[src/verilog/reset_cause_pkg.sv]
package reset_cause_pkg;

  // APB side
  localparam int APB_ADDR_W = 16;
  localparam int APB_DATA_W = 32;

  // Register indices; byte address is four times the index
  localparam logic [11:0] CAUSE_IDX = 12'hff0;
  localparam logic [11:0] RELOAD_UPPER_IDX = 12'hff1;
  localparam logic [11:0] RELOAD_MIDDLE_IDX = 12'hff2;
  localparam logic [11:0] RELOAD_LOWER_IDX = 12'hff3;

  // Cause nibble = register bits 7:4 {power_on, stop_recovery, watchdog_expiry_flag, external_pin_flag}
  localparam int CAUSE_LSB = 4;
  localparam int POWER_ON_BIT = 3;
  localparam logic [3:0] CAUSE_NONE = 4'h0;
  localparam logic [3:0] CAUSE_POWER_ON = 4'h8;
  localparam logic [3:0] CAUSE_STOP = 4'h4;
  localparam logic [3:0] CAUSE_WDT = 4'h2;
  localparam logic [3:0] CAUSE_EXT = 4'h1;
  localparam logic [3:0] CAUSE_STOP_WDT = 4'h6;
  localparam logic [3:0] CAUSE_RESET = 4'h8;

  // Watchdog reload
  localparam int WDT_W = 24;
  localparam logic [23:0] RELOAD_RESET = 24'h000400;
  localparam int CTRL_ENABLE_BIT = 0;
  localparam logic CTRL_ENABLE_RESET = 1'b0;

  // Pin glitch filter timing
  localparam int CLK_PERIOD_NS = 40;
  localparam int PIN_MIN_PULSE_NS = 200;
  localparam int PIN_FILTER_CYCLES = (PIN_MIN_PULSE_NS + CLK_PERIOD_NS - 1) / CLK_PERIOD_NS;

  typedef struct packed {
    logic [3:0] cause;
    logic [23:0] count;
    logic [23:0] reload;
    logic wdt_en;
    logic [7:0] rdata;
    logic sys_reset;
    logic stop_rec;
  } wdt_state_t;

  typedef struct packed {
    logic s1;
    logic s2;
    logic level;
    logic [7:0] cnt;
    logic fall;
  } filt_state_t;

endpackage : reset_cause_pkg

[src/verilog/pin_glitch_filter.sv]
`timescale 1ns/1ps
module pin_glitch_filter #(
  parameter int FILTER_CYCLES = reset_cause_pkg::PIN_FILTER_CYCLES
) (
  input wire logic sys_clk,
  input wire logic rst,
  input wire logic pin_n,
  output logic level_n,
  output logic fall
);

  if (FILTER_CYCLES < 1 || FILTER_CYCLES > 255) begin : g_bad_cycles
    $error("pin_glitch_filter: FILTER_CYCLES must be 1 to 255");
  end

  localparam logic [7:0] LAST = 8'(FILTER_CYCLES - 1);

  reset_cause_pkg::filt_state_t st_reg;
  reset_cause_pkg::filt_state_t st_next;

  // A new level is taken only after it has been seen for FILTER_CYCLES samples in a row
  always_comb begin
    st_next = st_reg;
    st_next.s1 = pin_n;
    st_next.s2 = st_reg.s1;
    st_next.fall = 1'b0;
    if (st_reg.s2 == st_reg.level) begin
      st_next.cnt = 8'h00;
    end else if (st_reg.cnt == LAST) begin
      st_next.cnt = 8'h00;
      st_next.level = st_reg.s2;
      st_next.fall = ~st_reg.s2;
    end else begin
      st_next.cnt = st_reg.cnt + 8'h01;
    end
  end

  always_ff @(posedge sys_clk or posedge rst) begin
    if (rst) begin
      st_reg <= '{s1: 1'b1, s2: 1'b1, level: 1'b1, cnt: 8'h00, fall: 1'b0};
    end else begin
      st_reg <= st_next;
    end
  end

  assign level_n = st_reg.level;
  assign fall = st_reg.fall;
endmodule : pin_glitch_filter

[src/verilog/reset_cause_and_watchdog_reload.sv]
// The APB interface to the registers was chosen for this implementation.
`timescale 1ns/1ps
// Overview of operation
// - External reset pin low during stop gives full system reset, not stop recovery.
// - Reset pin is glitch filtered; short low pulses are ignored.
// - Read-only reset cause register at index ff0 reports the latest reset source.
// - Reading the cause register returns flags, then clears the four flag bits.
// - Reads at ff0 give cause flags; writes there go to watchdog control.
// - Power-on, debug control bit 1, debug pin low in stop set power-on only.
// - External pin reset sets only the external pin flag, bit 4.
// - Watchdog expiry in normal operation sets only the watchdog flag, bit 5.
// - Port pin stop recovery sets only the stop recovery flag, bit 6.
// - Watchdog expiry in stop sets stop recovery and watchdog flags together.
// - Power-on flag clears on later watchdog expiry, stop recovery, or read.
// - 24-bit reload split over bytes at ff1, ff2, ff3, upper to lower.
// - Reload byte reads return live count byte; writes set the reload byte.
module reset_cause_and_watchdog_reload #(
  parameter int FILTER_CYCLES = reset_cause_pkg::PIN_FILTER_CYCLES,
  parameter int WDT_WIDTH = reset_cause_pkg::WDT_W
) (
  input wire logic sys_clk,
  input wire logic rst,
  input wire logic psel,
  input wire logic penable,
  input wire logic pwrite,
  input wire logic [reset_cause_pkg::APB_ADDR_W-1:0] paddr,
  input wire logic [reset_cause_pkg::APB_DATA_W-1:0] pwdata,
  output logic [reset_cause_pkg::APB_DATA_W-1:0] prdata,
  output logic pready,
  output logic pslverr,
  input wire logic ext_reset_n,
  input wire logic debug_pin_n,
  input wire logic debug_reset_req,
  input wire logic stop_mode,
  input wire logic gpio_wake,
  output logic system_reset_out,
  output logic stop_recovery_out,
  output logic watchdog_expired
);

  if (WDT_WIDTH != 24) begin : g_bad_width
    $error("reset_cause_and_watchdog_reload: reload is three bytes, WDT_WIDTH must be 24");
  end

  reset_cause_pkg::wdt_state_t st_reg;
  reset_cause_pkg::wdt_state_t st_next;

  logic ext_fall;
  logic dbg_fall;
  logic [11:0] idx;
  logic word_ok;
  logic hit_cause;
  logic hit_upper;
  logic hit_middle;
  logic hit_lower;
  logic mapped;
  logic setup_phase;
  logic access_phase;
  logic rd_access;
  logic wr_access;
  logic wdt_expire;
  logic evt_any;
  logic evt_full;
  logic evt_stop;
  logic [3:0] evt_cause;
  logic [7:0] rd_mux;

  // Both pins are asynchronous; each is synchronised and filtered before use
  pin_glitch_filter #(
    .FILTER_CYCLES(FILTER_CYCLES)
  ) u_ext_filter (
    .sys_clk(sys_clk),
    .rst(rst),
    .pin_n(ext_reset_n),
    .level_n(),
    .fall(ext_fall)
  );

  pin_glitch_filter #(
    .FILTER_CYCLES(FILTER_CYCLES)
  ) u_dbg_filter (
    .sys_clk(sys_clk),
    .rst(rst),
    .pin_n(debug_pin_n),
    .level_n(),
    .fall(dbg_fall)
  );

  // Address decode: one aligned word per register
  assign idx = paddr[13:2];
  assign word_ok = (paddr[1:0] == 2'b00) && (paddr[15:14] == 2'b00);
  assign hit_cause = word_ok && (idx == reset_cause_pkg::CAUSE_IDX);
  assign hit_upper = word_ok && (idx == reset_cause_pkg::RELOAD_UPPER_IDX);
  assign hit_middle = word_ok && (idx == reset_cause_pkg::RELOAD_MIDDLE_IDX);
  assign hit_lower = word_ok && (idx == reset_cause_pkg::RELOAD_LOWER_IDX);
  assign mapped = hit_cause | hit_upper | hit_middle | hit_lower;

  assign setup_phase = psel & ~penable;
  assign access_phase = psel & penable;
  assign rd_access = access_phase & ~pwrite & mapped;
  assign wr_access = access_phase & pwrite & mapped;

  // Zero wait state slave; read data is sampled in setup so it comes from a flop
  assign pready = 1'b1;
  assign pslverr = access_phase & ~mapped;
  assign prdata = {24'h000000, st_reg.rdata};

  // Read mux: cause in the high nibble, live count bytes for the reload addresses
  always_comb begin
    rd_mux = 8'h00;
    if (hit_cause) begin
      rd_mux = {st_reg.cause, 4'h0};
    end else if (hit_upper) begin
      rd_mux = st_reg.count[23:16];
    end else if (hit_middle) begin
      rd_mux = st_reg.count[15:8];
    end else if (hit_lower) begin
      rd_mux = st_reg.count[7:0];
    end
  end

  assign wdt_expire = st_reg.wdt_en && (st_reg.count == 24'h000000);

  // One event is recorded per cycle; the priority is pin, debug, watchdog, port wake
  always_comb begin
    evt_any = 1'b1;
    evt_full = 1'b0;
    evt_stop = 1'b0;
    evt_cause = reset_cause_pkg::CAUSE_NONE;
    if (ext_fall) begin
      evt_cause = reset_cause_pkg::CAUSE_EXT;
      evt_full = 1'b1;
    end else if (debug_reset_req || (dbg_fall && stop_mode)) begin
      evt_cause = reset_cause_pkg::CAUSE_POWER_ON;
      evt_full = 1'b1;
    end else if (wdt_expire && stop_mode) begin
      evt_cause = reset_cause_pkg::CAUSE_STOP_WDT;
      evt_stop = 1'b1;
    end else if (wdt_expire) begin
      evt_cause = reset_cause_pkg::CAUSE_WDT;
      evt_full = 1'b1;
    end else if (gpio_wake && stop_mode) begin
      evt_cause = reset_cause_pkg::CAUSE_STOP;
      evt_stop = 1'b1;
    end else begin
      evt_any = 1'b0;
    end
  end

  always_comb begin
    st_next = st_reg;
    st_next.sys_reset = 1'b0;
    st_next.stop_rec = 1'b0;

    // Down counter reloads itself at zero; expiry is the cycle that sees zero
    if (st_reg.wdt_en) begin
      if (st_reg.count == 24'h000000) begin
        st_next.count = st_reg.reload;
      end else begin
        st_next.count = st_reg.count - 24'h000001;
      end
    end

    if (setup_phase && !pwrite) begin
      st_next.rdata = rd_mux;
    end

    if (wr_access) begin
      if (hit_cause) begin
        // Control write: enable bit, and any write refreshes the count
        st_next.wdt_en = pwdata[reset_cause_pkg::CTRL_ENABLE_BIT];
        st_next.count = st_reg.reload;
      end
      if (hit_upper) begin
        st_next.reload[23:16] = pwdata[7:0];
      end
      if (hit_middle) begin
        st_next.reload[15:8] = pwdata[7:0];
      end
      if (hit_lower) begin
        st_next.reload[7:0] = pwdata[7:0];
      end
    end

    // Clear only what was returned; an event landing between setup and access survives
    if (rd_access && hit_cause && (st_reg.cause == st_reg.rdata[7:4])) begin
      st_next.cause = reset_cause_pkg::CAUSE_NONE;
    end

    // Events come last so that they win over the read clear
    if (evt_any) begin
      st_next.cause = evt_cause;
      st_next.count = st_reg.reload;
      st_next.sys_reset = evt_full;
      st_next.stop_rec = evt_stop;
    end
  end

  // The block reset stands for power-on, so the cause comes up as power-on
  always_ff @(posedge sys_clk or posedge rst) begin
    if (rst) begin
      st_reg <= '{cause: reset_cause_pkg::CAUSE_RESET,
                  count: reset_cause_pkg::RELOAD_RESET,
                  reload: reset_cause_pkg::RELOAD_RESET,
                  wdt_en: reset_cause_pkg::CTRL_ENABLE_RESET,
                  rdata: 8'h00,
                  sys_reset: 1'b0,
                  stop_rec: 1'b0};
    end else begin
      st_reg <= st_next;
    end
  end

  assign system_reset_out = st_reg.sys_reset;
  assign stop_recovery_out = st_reg.stop_rec;
  assign watchdog_expired = wdt_expire;
endmodule : reset_cause_and_watchdog_reload

[config.mk]
export PLATFORM = sky130hd
export DESIGN_NAME = reset_cause_and_watchdog_reload
export DESIGN_NICKNAME = d
export VERILOG_FILES = /design/src/verilog/reset_cause_pkg.sv /design/src/verilog/pin_glitch_filter.sv /design/src/verilog/reset_cause_and_watchdog_reload.sv
export SDC_FILE = /design/constraint.sdc
export NUM_CORES = 1
export LEC_CHECK = 0
export ABC_CLOCK_PERIOD_IN_PS = 3500
export BUFFER_PORTS_ARGS = -buffer_cell sky130_fd_sc_hd__buf_2
export CORE_MARGIN = 2
export CORE_UTILIZATION = 40
export CTS_BUF_LIST = sky130_fd_sc_hd__clkbuf_2
export DETAILED_ROUTE_END_ITERATION = 10
export REMOVE_ABC_BUFFERS = 1
export SLEW_MARGIN = 30
export SYNTH_ARGS = -nofsm -noshare
export SYNTH_HDL_FRONTEND = slang
export SYNTH_SLANG_ARGS = --single-unit
[constraint.sdc]
create_clock -name sys_clk -period 3.5 [get_ports sys_clk]
set_input_delay 0.7 -clock sys_clk [delete_from_list [all_inputs] [get_ports sys_clk]]
set_output_delay 0.7 -clock sys_clk [all_outputs]
set_load 0.005 [all_outputs]
* After elaboration in Yosys (flattened, before gate mapping)
Index checks and enable logic that the tools add are counted.
Storage, ports and cells: register bits 87, bits in latches 0, RAM bits 0, bits in read-only memories 0, bits of input ports 58, word-level logic and storage cells 113, memories kept 0
Operators by class: $add $sub $neg 3, multipliers 0, div/mod/pow operators 0, $lt $le $gt $ge 0, equal/unequal tests 9, shift-type cells 0, mux-type cells 41, bitwise gates (word level) 17, reduce and logical (&&, ||, !) cells 24
Operators with widths (count):
- $mux 8 | 11
- $mux 24 | 3
- $mux 49 | 1
- $eq 12x12->1 const B | 4
- $mux 28 | 1
- $logic_not 24->1 | 1
- $sub 24x1->24 const B | 1
- $mux 1 | 18
- $add 8x1->8 const B | 2
- $eq 8x3->1 const B | 2
- $logic_and 1x1->1 | 12
- $mux 4 | 3
- $reduce_and 2->1 | 6
- $mux 3 | 3
- $and 1x1->1 | 7
- $not 1->1 | 7
- $eq 4x4->1 | 1
- $logic_not 2->1 | 2
- $or 1x1->1 | 3
- $eq 1x1->1 | 2
- $mux 2 | 1
- $reduce_bool 2->1 | 1
- $logic_not 1->1 | 1
- $logic_or 1x1->1 | 1

* Logic depth before layout (Yosys ltp)
Gate-level depths: netlist of run 1.
depth in word-level cells 11, mapped depth 9

* Modules after synthesis
A second synthesis of run 1 with hierarchy kept.
Second synthesis, totals: cells, all modules 413, area, all modules 4585.6 um^2
By module, submodules not included:
- reset_cause_and_watchdog_reload | times used 1, cells each 315, area each 3509.6 um^2, seq. area each 1580.3 um^2
- pin_glitch_filter | times used 2, cells each 49, area each 538.0 um^2, seq. area each 304.0 um^2

* Worst setup path after synthesis of run 1
OpenSTA, ideal clock, no wires.
path type input to output, start point input paddr[1] (netlist bit), end point output pslverr, arrival 1.982 ns, data required time 2.800 ns, path slack 0.818 ns, stages on the path 4, path through or4_1 > nor4_4 > buf_2 > nor2_1
On the way: cells in the longest elaborated chain, start to end 8
Ends and longest elaborated chain:
- start, declared | RTL line reset_cause_and_watchdog_reload.sv:26 | input wire logic [reset_cause_pkg::APB_ADDR_W-1:0] paddr,
- $logic_not 2->1 (*) | RTL line reset_cause_and_watchdog_reload.sv:91 | assign word_ok = (paddr[1:0] == 2'b00) && (paddr[15:14] == 2'b00);
- $logic_and 1x1->1 (*) | RTL line reset_cause_and_watchdog_reload.sv:91
- $logic_and 1x1->1, on equally long branches | RTL line reset_cause_and_watchdog_reload.sv:92, reset_cause_and_watchdog_reload.sv:93
- $or 1x1->1 (2 in a row) | RTL line reset_cause_and_watchdog_reload.sv:96 | assign mapped = hit_cause | hit_upper | hit_middle | hit_lower;
- $or 1x1->1 (*) | RTL line reset_cause_and_watchdog_reload.sv:96
- $not 1->1 (*) | RTL line reset_cause_and_watchdog_reload.sv:105 | assign pslverr = access_phase & ~mapped;
- $and 1x1->1 (*) | RTL line reset_cause_and_watchdog_reload.sv:105
- end, declared | RTL line reset_cause_and_watchdog_reload.sv:30 | output logic pslverr,
Mark *: on every way between the ends. The rest lies on a longest branch, timed or not.

* Final worst setup path of run 1
start point register st_reg[35] (netlist bit), end point output watchdog_expired
On the way: cells in the longest elaborated chain, start to end 2
Ends and longest elaborated chain:
- start, declared | RTL line reset_cause_and_watchdog_reload.sv:45 | reset_cause_pkg::wdt_state_t st_reg;
- start signal, assigned | RTL line reset_cause_and_watchdog_reload.sv:202 | st_reg <= '{cause: reset_cause_pkg::CAUSE_RESET,
- start signal, assigned | RTL line reset_cause_and_watchdog_reload.sv:210 | st_reg <= st_next;
- $logic_not 24->1 | RTL line reset_cause_and_watchdog_reload.sv:122 | assign wdt_expire = st_reg.wdt_en && (st_reg.count == 24'h000000);
- $logic_and 1x1->1 | RTL line reset_cause_and_watchdog_reload.sv:122
- end, declared | RTL line reset_cause_and_watchdog_reload.sv:38 | output logic watchdog_expired
No other way between the ends.

==> results.md, run 1 <==
* Status: complete, no violations
* Count of flip-flops with a built-in enable after synthesis at 0
* Layout cell share with drive strength beyond 1 at about a quarter
* Setup repair after global routing missed its margin: no
* Clock Sinks at 87
* Antenna cell count at 0
* Max-Cap Viols at 0
* Overflow left after global routing at 0
* Element type at the critical path start: register
* Relative slew slack at 44.3%
* Initial DRC count at between 200 and 300
* Cell at the root of the clock tree: sky130_fd_sc_hd__clkbuf_2
* Maximum resistive drop on vdd at ~0.2 mV
* Static leakage power at 2.32 nW
* Required time of the worst setup path at around 2.8 ns
* Number of antenna violations at the first check in global routing at 0
* Worst clock skew on the final layout at approximately 0.019 ns
* Slew at the pin with the worst max-slew slack at about 0.83 ns
* Most area-hungry cell type in the Yosys netlist: sky130_fd_sc_hd__dfrtp_1
* Ranking of synthesized cells by area: sky130_fd_sc_hd__dfrtp_1, sky130_fd_sc_hd__mux2_2, sky130_fd_sc_hd__buf_4
* Final number of hold-violating endpoints at 0
* Count of synthesis-stage warnings from yosys at 0
* Per-cell via count in the routed design at ~5.3
* Final min period at 3.27 ns
* DR pass1 iterations at 5
* Area fraction of the dominant cell type after synthesis at ~43%
* Arr. time, crit path at approximately 2.6 ns
* Port Buffer Count at 45
* Share of the cycle needed by the critical path after routing at 93.4%
* Clock group share of total power at approximately 29%
* Final weighted congestion of routability-driven global placement at 0.845
* Clock insertion delay at the later pin of the skew report at 0.53 ns
* Max reg flops at between 50 and 60
* Hpwl dp at between 7000 and 8000 um
* Power density normalized to cell area at 387 mW/mm2
* Tot GR Track Use at between 10% and 20%
* Count of final max-slew check failures at 0
* Area after detailed placement at roughly 0.0048 mm2
* Highest clock rate at 306 MHz
* Design Power at just under 2 mW
* Summed instance area of the synthesized netlist at between 0.004 and 0.005 mm2
* DP Cell Count at 618
* Fraction of synthesis flops using an asynchronous set or reset pin at 100%
* Final count of negative-setup-slack endpoints at 0
* Remaining antenna violation count after routing at 0
* Wire length of the first global-routing pass at approximately 17000 um
* Post-CTS Repair Setup Buffers at 0
* Synth-to-layout area growth at 8.59%
* Vias in the first global route at about 3300
* Post-layout utilization of the core at 44.1%
* Share of synthesized area occupied by flip-flops and latches at between 40% and 50%
* Worst Path Max Fanout at 10
* NumNets Final at 549
* Clock buffer count from CTS at 9
* Setup slack after placement at ~0.49 ns
* Number of filler instances in the final layout at between 1000 and 1500
* Psw at 0.531 mW
* Routed length per placed instance at 15.5 um
* Number of distinct library cells after synthesis at between 50 and 60
* Initial Util at 40.6%
* Core Box Area at approximately 0.011 mm2
* Site row count at 39
* Die Span Y at roughly 110 um
* Via total after detailed routing at ~3400
* Internal power summed over all cells at 1.39 mW
* Hold WC Path Type: in2async
* Filler-free cell count of the finished design at 634
* Count of boundary I/O pins at 95
* Power share of the combinational group at 12.6%
* Launching element of the worst setup path: st_reg[35]$_DFF_PP0_
* Worst R2R Start: st_reg[35]$_DFF_PP0_
* Number of storage elements in the synthesis netlist at 87
* Crit path setup slack, layout at between 0.2 and 0.25 ns
* Accumulated negative setup slack at 0 ns
* Detailed-route wire length at a little under 10000 um
* Sequential cell fraction of total power at 58.0%
* Crit. End Element: output pin
* Most used DFF post-synth: sky130_fd_sc_hd__dfrtp_1
* CTS tree: built
* Syn Area/Cell at 10.3 um2
* Floorplan die width at approximately 110 um
* Worst hold margin at 0.215 ns
* Clock transition at the register clock pins on the worst setup and hold paths after CTS at around 0.23 ns
* Deepest level of the CTS H-tree at 3
* # DRC at 0
* Number of standard cells after synthesis at roughly 450
* Post-Layout Inst Area at 0.00497 mm2
* Largest net degree at the start of global routing at between 50 and 60
* Fraction of power spent switching nets at 27.6%
* Die outline area at around 0.012 mm2
* Maximum buffer depth of the clock tree at 2
* Category of the critical setup timing path: reg2out
worst max-delay path: stages (launching register included):
cell	delay, ns
sky130_fd_sc_hd__dfrtp_1	0.46
sky130_fd_sc_hd__inv_1	0.10
sky130_fd_sc_hd__ha_1	0.20
sky130_fd_sc_hd__nor4bb_1	0.44
sky130_fd_sc_hd__nand4_1	0.27
sky130_fd_sc_hd__buf_4	0.25
sky130_fd_sc_hd__nor2_1	0.18
sky130_fd_sc_hd__buf_2	0.15
layout by cell type (no fill, tap or decap), types with 3 or more instances in the layout:
cell,netlist,routed
sky130_fd_sc_hd__buf_4,35,7
sky130_fd_sc_hd__o31ai_1,13,13
sky130_fd_sc_hd__buf_2,6,45
sky130_fd_sc_hd__clkinv_1,0,3
sky130_fd_sc_hd__nor2_1,43,43
sky130_fd_sc_hd__xor2_1,15,15
sky130_fd_sc_hd__dfrtp_1,78,78
sky130_fd_sc_hd__or4_1,4,4
sky130_fd_sc_hd__nand2b_1,4,4
sky130_fd_sc_hd__inv_1,11,10
sky130_fd_sc_hd__conb_1,2,25
sky130_fd_sc_hd__nor3_1,7,7
sky130_fd_sc_hd__nand4_1,5,5
sky130_fd_sc_hd__nand3_1,16,16
sky130_fd_sc_hd__clkbuf_2,0,9
sky130_fd_sc_hd__o21ai_1,7,7
sky130_fd_sc_hd__a21oi_1,17,17
sky130_fd_sc_hd__mux2_2,35,35
sky130_fd_sc_hd__o21ai_0,30,30
sky130_fd_sc_hd__dfstp_2,9,9
sky130_fd_sc_hd__nand2_1,24,24
sky130_fd_sc_hd__a211oi_1,4,4
sky130_fd_sc_hd__ha_1,5,5
sky130_fd_sc_hd__nor4_1,7,6
sky130_fd_sc_hd__and3_1,9,9
sky130_fd_sc_hd__nor3b_1,3,3
sky130_fd_sc_hd__xnor2_1,18,18
final cells by class:
class / instances / area (um2) / share of cell area, %
inverters: 11 / 43.8 / 0.882
clock buffers: 9 / 45.0 / 0.907
repair buffers: 53 / 298 / 5.99
multi-input cells: 324 / 2130 / 42.8
flip-flops and latches: 87 / 2190 / 44.1
clock inverters: 7 / 87.6 / 1.76
well taps: 143 / 179 / 3.60
cells by family (layout without fill, tap and decap cells):
group                    count (synthesis)  count (layout)  synth area share (%)
AO/OA/AOI/OAI                           85              85                  11.4
XOR/XNOR                                33              33                  6.32
buffers and inverters                   57              80                  7.71
multiplexers                            36              36                  8.83
flip-flops                              87              87                  47.8
AND/OR/NAND/NOR                        140             140                  16.4
adder cells (fa/ha/maj)                  5               5                  1.37
other                                    2              25                 0.164
layer usage:
metal  wire [um]  share of wire [%]  up-vias  global-route usage [%]
met3         681                6.9       17                    3.72
met4         144                1.5        0                    5.75
met1        4500                 46     1610                    23.0
met5           0                  0        -                       0
li1            -                  -     1603                       -
met2        4480                 46      134                    26.1
power by group through the flow:
stage / Clock, mW / Combinational [mW] / Sequential, mW
6_report: 0.566 / 0.242 / 1.11
5_1_grt: 0.623 / 0.280 / 1.12
4_1_cts: 0.588 / 0.245 / 1.11
3_5_place_dp: 0 / 0.242 / 1.13
3_3_place_gp: 0 / 0.238 / 1.13
2_1_floorplan: 0 / 0.167 / 1.12
Yosys cell counts (6+ instances only):
master	number
sky130_fd_sc_hd__o31ai_1	13
sky130_fd_sc_hd__dfstp_2	9
sky130_fd_sc_hd__nor4_1	7
sky130_fd_sc_hd__buf_2	6
sky130_fd_sc_hd__xnor2_1	18
sky130_fd_sc_hd__and3_1	9
sky130_fd_sc_hd__inv_1	11
sky130_fd_sc_hd__buf_4	35
sky130_fd_sc_hd__dfrtp_1	78
sky130_fd_sc_hd__mux2_2	35
sky130_fd_sc_hd__o21ai_0	30
sky130_fd_sc_hd__nor2_1	43
sky130_fd_sc_hd__nor3_1	7
sky130_fd_sc_hd__a21oi_1	17
sky130_fd_sc_hd__xor2_1	15
sky130_fd_sc_hd__nand2_1	24
sky130_fd_sc_hd__nand3_1	16
sky130_fd_sc_hd__o21ai_1	7
what timing repair did:
| action | in CTS | in global routing |
|---|---|---|
| setup endpoints to repair | 0 | 1 |
| resized for setup | 0 | 1 |
| hold buffers | 0 | 0 |
final timing paths:
path / endpoint / slack (ns) / cells after the start
hold / removal: st_reg[34]$_DFFE_PP0P_ / 0.22 / 2
min in group sys_clk: u_dbg_filter.st_next[10]$_DFF_PP1_ / 0.24 / 1
setup reg to reg: st_reg[57]$_DFF_PP0_ / 0.87 / 8
hold reg to reg: u_ext_filter.st_reg[10]$_DFF_PP1_ / 0.36 / 0
setup / recovery: watchdog_expired / 0.23 / 7
max in group asynchronous: st_reg[62]$_DFFE_PP1P_ / 2.61 / 3
Power figures use the tool's default switching activity.
==> inputs of run 2 (changes only) <==
ABC_AREA = 1   (was default)
ABC_CLOCK_PERIOD_IN_PS = 3330   (was 3500)
clock period = 3.33 ns   (was 3.5 ns; I/O delays follow)
==> results.md, run 2 <==
* Status: complete, no violations
* Core Box Area at approximately 0.013 mm2
* Die Span Y at between 100 and 150 um
* Setup repair after global routing missed its margin: no
* Per-cell via count in the routed design at 4.83
* Routed length per placed instance at approximately 14 um
* Die outline area at 0.0144 mm2
* Worst Path Max Fanout at 17
* CTS tree: built
* Max reg flops at 53
* Area fraction in compound gates after synthesis at under 10%
* Commonest non-fill, non-tap cell in the layout: sky130_fd_sc_hd__nand2_1
* Most common cell in the synthesized netlist: sky130_fd_sc_hd__nand2_1
* Initial DRC count at a little under 300
* Count of synthesis-stage warnings from yosys at 0
* Vias in the first global route at about 4400
* Hold-fix buffer count after cts at 0
* Layout cell share with drive strength beyond 1 at roughly 17%
* Overflow left after global routing at 0
* Post-synthesis adder-cell area fraction at between 1 and 1.5%
* Hpwl dp at 9940 um
* Count of cells resized by post-cts repair at 0
* Slew at the pin with the worst max-slew slack at approximately 0.74 ns
* Most area-hungry cell type in the Yosys netlist: sky130_fd_sc_hd__dfrtp_1
* Post-CTS Repair Setup Buffers at 0
* Internal power summed over all cells at ~1.4 mW
* Hold WC Path Type: in2async
* Final number of hold-violating endpoints at 0
* Maximum resistive drop on vdd at approximately 0.22 mV
* Floorplan die width at ~120 um
* Maximum buffer depth of the clock tree at 2
* Detailed-route wire length at between 10000 and 15000 um
* Critical path cell sequence: nand4_1, nor3_2, nand3_1, inv_1, buf_2
* Number of distinct library cells after synthesis at 42
* Initial Util at around 41%
* Psw at 0.649 mW
* Arr. time, crit path at between 2 and 2.5 ns
* Share of synthesized area occupied by flip-flops and latches at about two fifths
* Syn Area/Cell at 7.54 um2
* Element type at the critical path start: register
* Summed instance area of the synthesized netlist at 0.00537 mm2
* Required time of the worst setup path at between 2 and 3 ns
* Count of boundary I/O pins at 95
* # DRC at 0
* Most numerous cell types in the synthesized netlist: sky130_fd_sc_hd__nand2_1, sky130_fd_sc_hd__nor2_1, sky130_fd_sc_hd__inv_1, sky130_fd_sc_hd__dfrtp_1, sky130_fd_sc_hd__nand3_1
* Standard cell with the maximum stage delay on the critical path: sky130_fd_sc_hd__dfrtp_1
* Clock group share of total power at between 20 and 30%
* Clock transition at the register clock pins on the worst setup and hold paths after CTS at between 0.2 and 0.3 ns
* Highest clock rate at about 340 MHz
* Share of the cycle needed by the critical path after routing at about nine tenths
* Largest net degree at the start of global routing at 47
* Worst clock skew on the final layout at about 0.036 ns
* Category of the critical setup timing path: reg2out
* Xor and xnor fraction of the mapped netlist area at between 3 and 4%
* Most frequent cells in the layout: sky130_fd_sc_hd__nand2_1, sky130_fd_sc_hd__nor2_1, sky130_fd_sc_hd__inv_1
* Remaining antenna violation count after routing at 0
* Area fraction of the dominant cell type after synthesis at around 36%
* Post-layout utilization of the core at ~43%
* Site row count at between 40 and 50
* Design Power at 2.06 mW
* Clock buffer count from CTS at 9
* Portion of netlist area occupied by mux cells at 0%
* Post-Layout Inst Area at around 0.0057 mm2
* Max-Cap Viols at 0
* Most used DFF post-synth: sky130_fd_sc_hd__dfrtp_1
* Number of antenna violations at the first check in global routing at 1
* Final min period at 2.96 ns
* Synth-to-layout area growth at 6.45%
* Final weighted congestion of routability-driven global placement at about 1
* Simple-Gate Fraction of Synth Area at approximately a third
* Sequential cell fraction of total power at roughly 57%
* Power share of the combinational group at 15.3%
* Accumulated negative setup slack at 0 ns
* Cell at the root of the clock tree: sky130_fd_sc_hd__clkbuf_2
* Crit. End Element: output pin
* Fraction of synthesis flops using an asynchronous set or reset pin at 100%
* Worst R2R Start: st_reg[56]$_DFF_PP0_
* Port Buffer Count at 45
* Fraction of power spent switching nets at between 30% and 40%
* Count of flip-flops with a built-in enable after synthesis at 0
* Power density normalized to cell area at roughly 360 mW/mm2
* Maximum cell stage delay along the critical path at between 0.7 and 0.8 ns
* Deepest level of the CTS H-tree at 3
* Worst hold margin at approximately 0.12 ns
* Dominant combinational cell family by area after synthesis: simple AND/OR/NAND/NOR gates
* Reg2reg setup slack at about 1.1 ns
* Clock insertion delay at the later pin of the skew report at about 0.60 ns
* DR pass1 iterations at 4
* Clock Sinks at between 80 and 90
* R2r worst-path depth at 6
* Tot GR Track Use at roughly a fifth
* NumNets Final at ~810
* Via total after detailed routing at between 4000 and 5000
* Wire length of the first global-routing pass at 21500 um
* Ranking of synthesized cells by area: sky130_fd_sc_hd__dfrtp_1, sky130_fd_sc_hd__nand2_1, sky130_fd_sc_hd__nor2_1
* Count of final max-slew check failures at 0
* Number of standard cells after synthesis at a little over 700
* Area after detailed placement at 0.00560 mm2
* Final count of negative-setup-slack endpoints at 0
* Relative slew slack at about half
* Number of storage elements in the synthesis netlist at 87
* Worst reg2reg endpoint: st_reg[61]$_DFFE_PP0P_
* Static leakage power at between 2 and 3 nW
-- run 2: changes by cell type after synthesis, moves of 6 or more --
| cell | change |
|---|---|
| sky130_fd_sc_hd__nor2_4 | +9 |
| sky130_fd_sc_hd__nand4_1 | +11 |
| sky130_fd_sc_hd__inv_1 | +69 |
| sky130_fd_sc_hd__o31ai_1 | -13 |
| sky130_fd_sc_hd__a21oi_1 | -7 |
| sky130_fd_sc_hd__mux2_2 | -35 |
| sky130_fd_sc_hd__o21ai_0 | -9 |
| sky130_fd_sc_hd__and3_1 | -7 |
| sky130_fd_sc_hd__nand3_1 | +37 |
| sky130_fd_sc_hd__o21ai_2 | +12 |
| sky130_fd_sc_hd__nand2_1 | +157 |
| sky130_fd_sc_hd__nor2_1 | +58 |
| sky130_fd_sc_hd__xnor2_1 | -8 |
| sky130_fd_sc_hd__nor2_2 | +6 |
-- run 2: cells by family after synthesis --
kind of cell | count (synthesis)
and+or+nand+nor | 402
buffers and inverters | 132
DFF | 87
AOI/OAI and AO/OA | 62
xor gates and xnor gates | 22
adders and majority gates | 5
other | 2
-- run 2: power by group through the flow --
stage | registers (mW) | logic, mW | clock network [mW]
2_1_floorplan | 1.18 | 0.224 | 0
3_3_place_gp | 1.19 | 0.305 | 0
3_5_place_dp | 1.19 | 0.314 | 0
4_1_cts | 1.17 | 0.315 | 0.594
5_1_grt | 1.18 | 0.367 | 0.638
6_report | 1.17 | 0.315 | 0.570
-- run 2: critical path: cells and delay by family (launching register included) --
kind / cells / cell delay (ns)
flops: 1 / 0.76
simple gates: 3 / 0.73
buf+inv: 2 / 0.21
-- run 2: cell type report --
class	instances	area, um2
Fill cell	1363	7470
Multi-Input combinational cell	516	2590
Sequential cell	87	2190
Inverter	87	333
Timing Repair Buffer	48	260
Tap cell	176	220
Clock inverter	6	68.8
Clock buffer	10	50.0
Antenna cell	1	2.50
-- run 2: metrics by stage --
stage / std cells / worst slack (ns)
2_1_floorplan: 690 / 0.429
6_report: 931 / 0.368
3_5_place_dp: 914 / 0.957
5_1_grt: 931 / 0.116
3_3_place_gp: 914 / 0.979
4_1_cts: 930 / 0.310
-- run 2: worst max path at each step --
stage,startpoint,endpoint,depth (start not counted)
floorplan,rst,prdata[0]$_DFFE_PP0P_,1
global placement,penable,prdata[7]$_DFFE_PP0P_,6
detailed placement,paddr[14],st_reg[11]$_DFFE_PP0P_,10
CTS,st_reg[35]$_DFF_PP0_,watchdog_expired,7
global route,st_reg[35]$_DFF_PP0_,watchdog_expired,7
finish,st_reg[10]$_DFFE_PP0P_,watchdog_expired,5
-- run 2: metal layers --
metal | global-route usage, % | wire [um] | vias to the layer above
li1 | - | - | 2253
met1 | 24.7 | 6070 | 2093
met2 | 31.3 | 5960 | 131
met3 | 4.47 | 727 | 19
met4 | 7.35 | 270 | 0
met5 | 0 | 0 | -
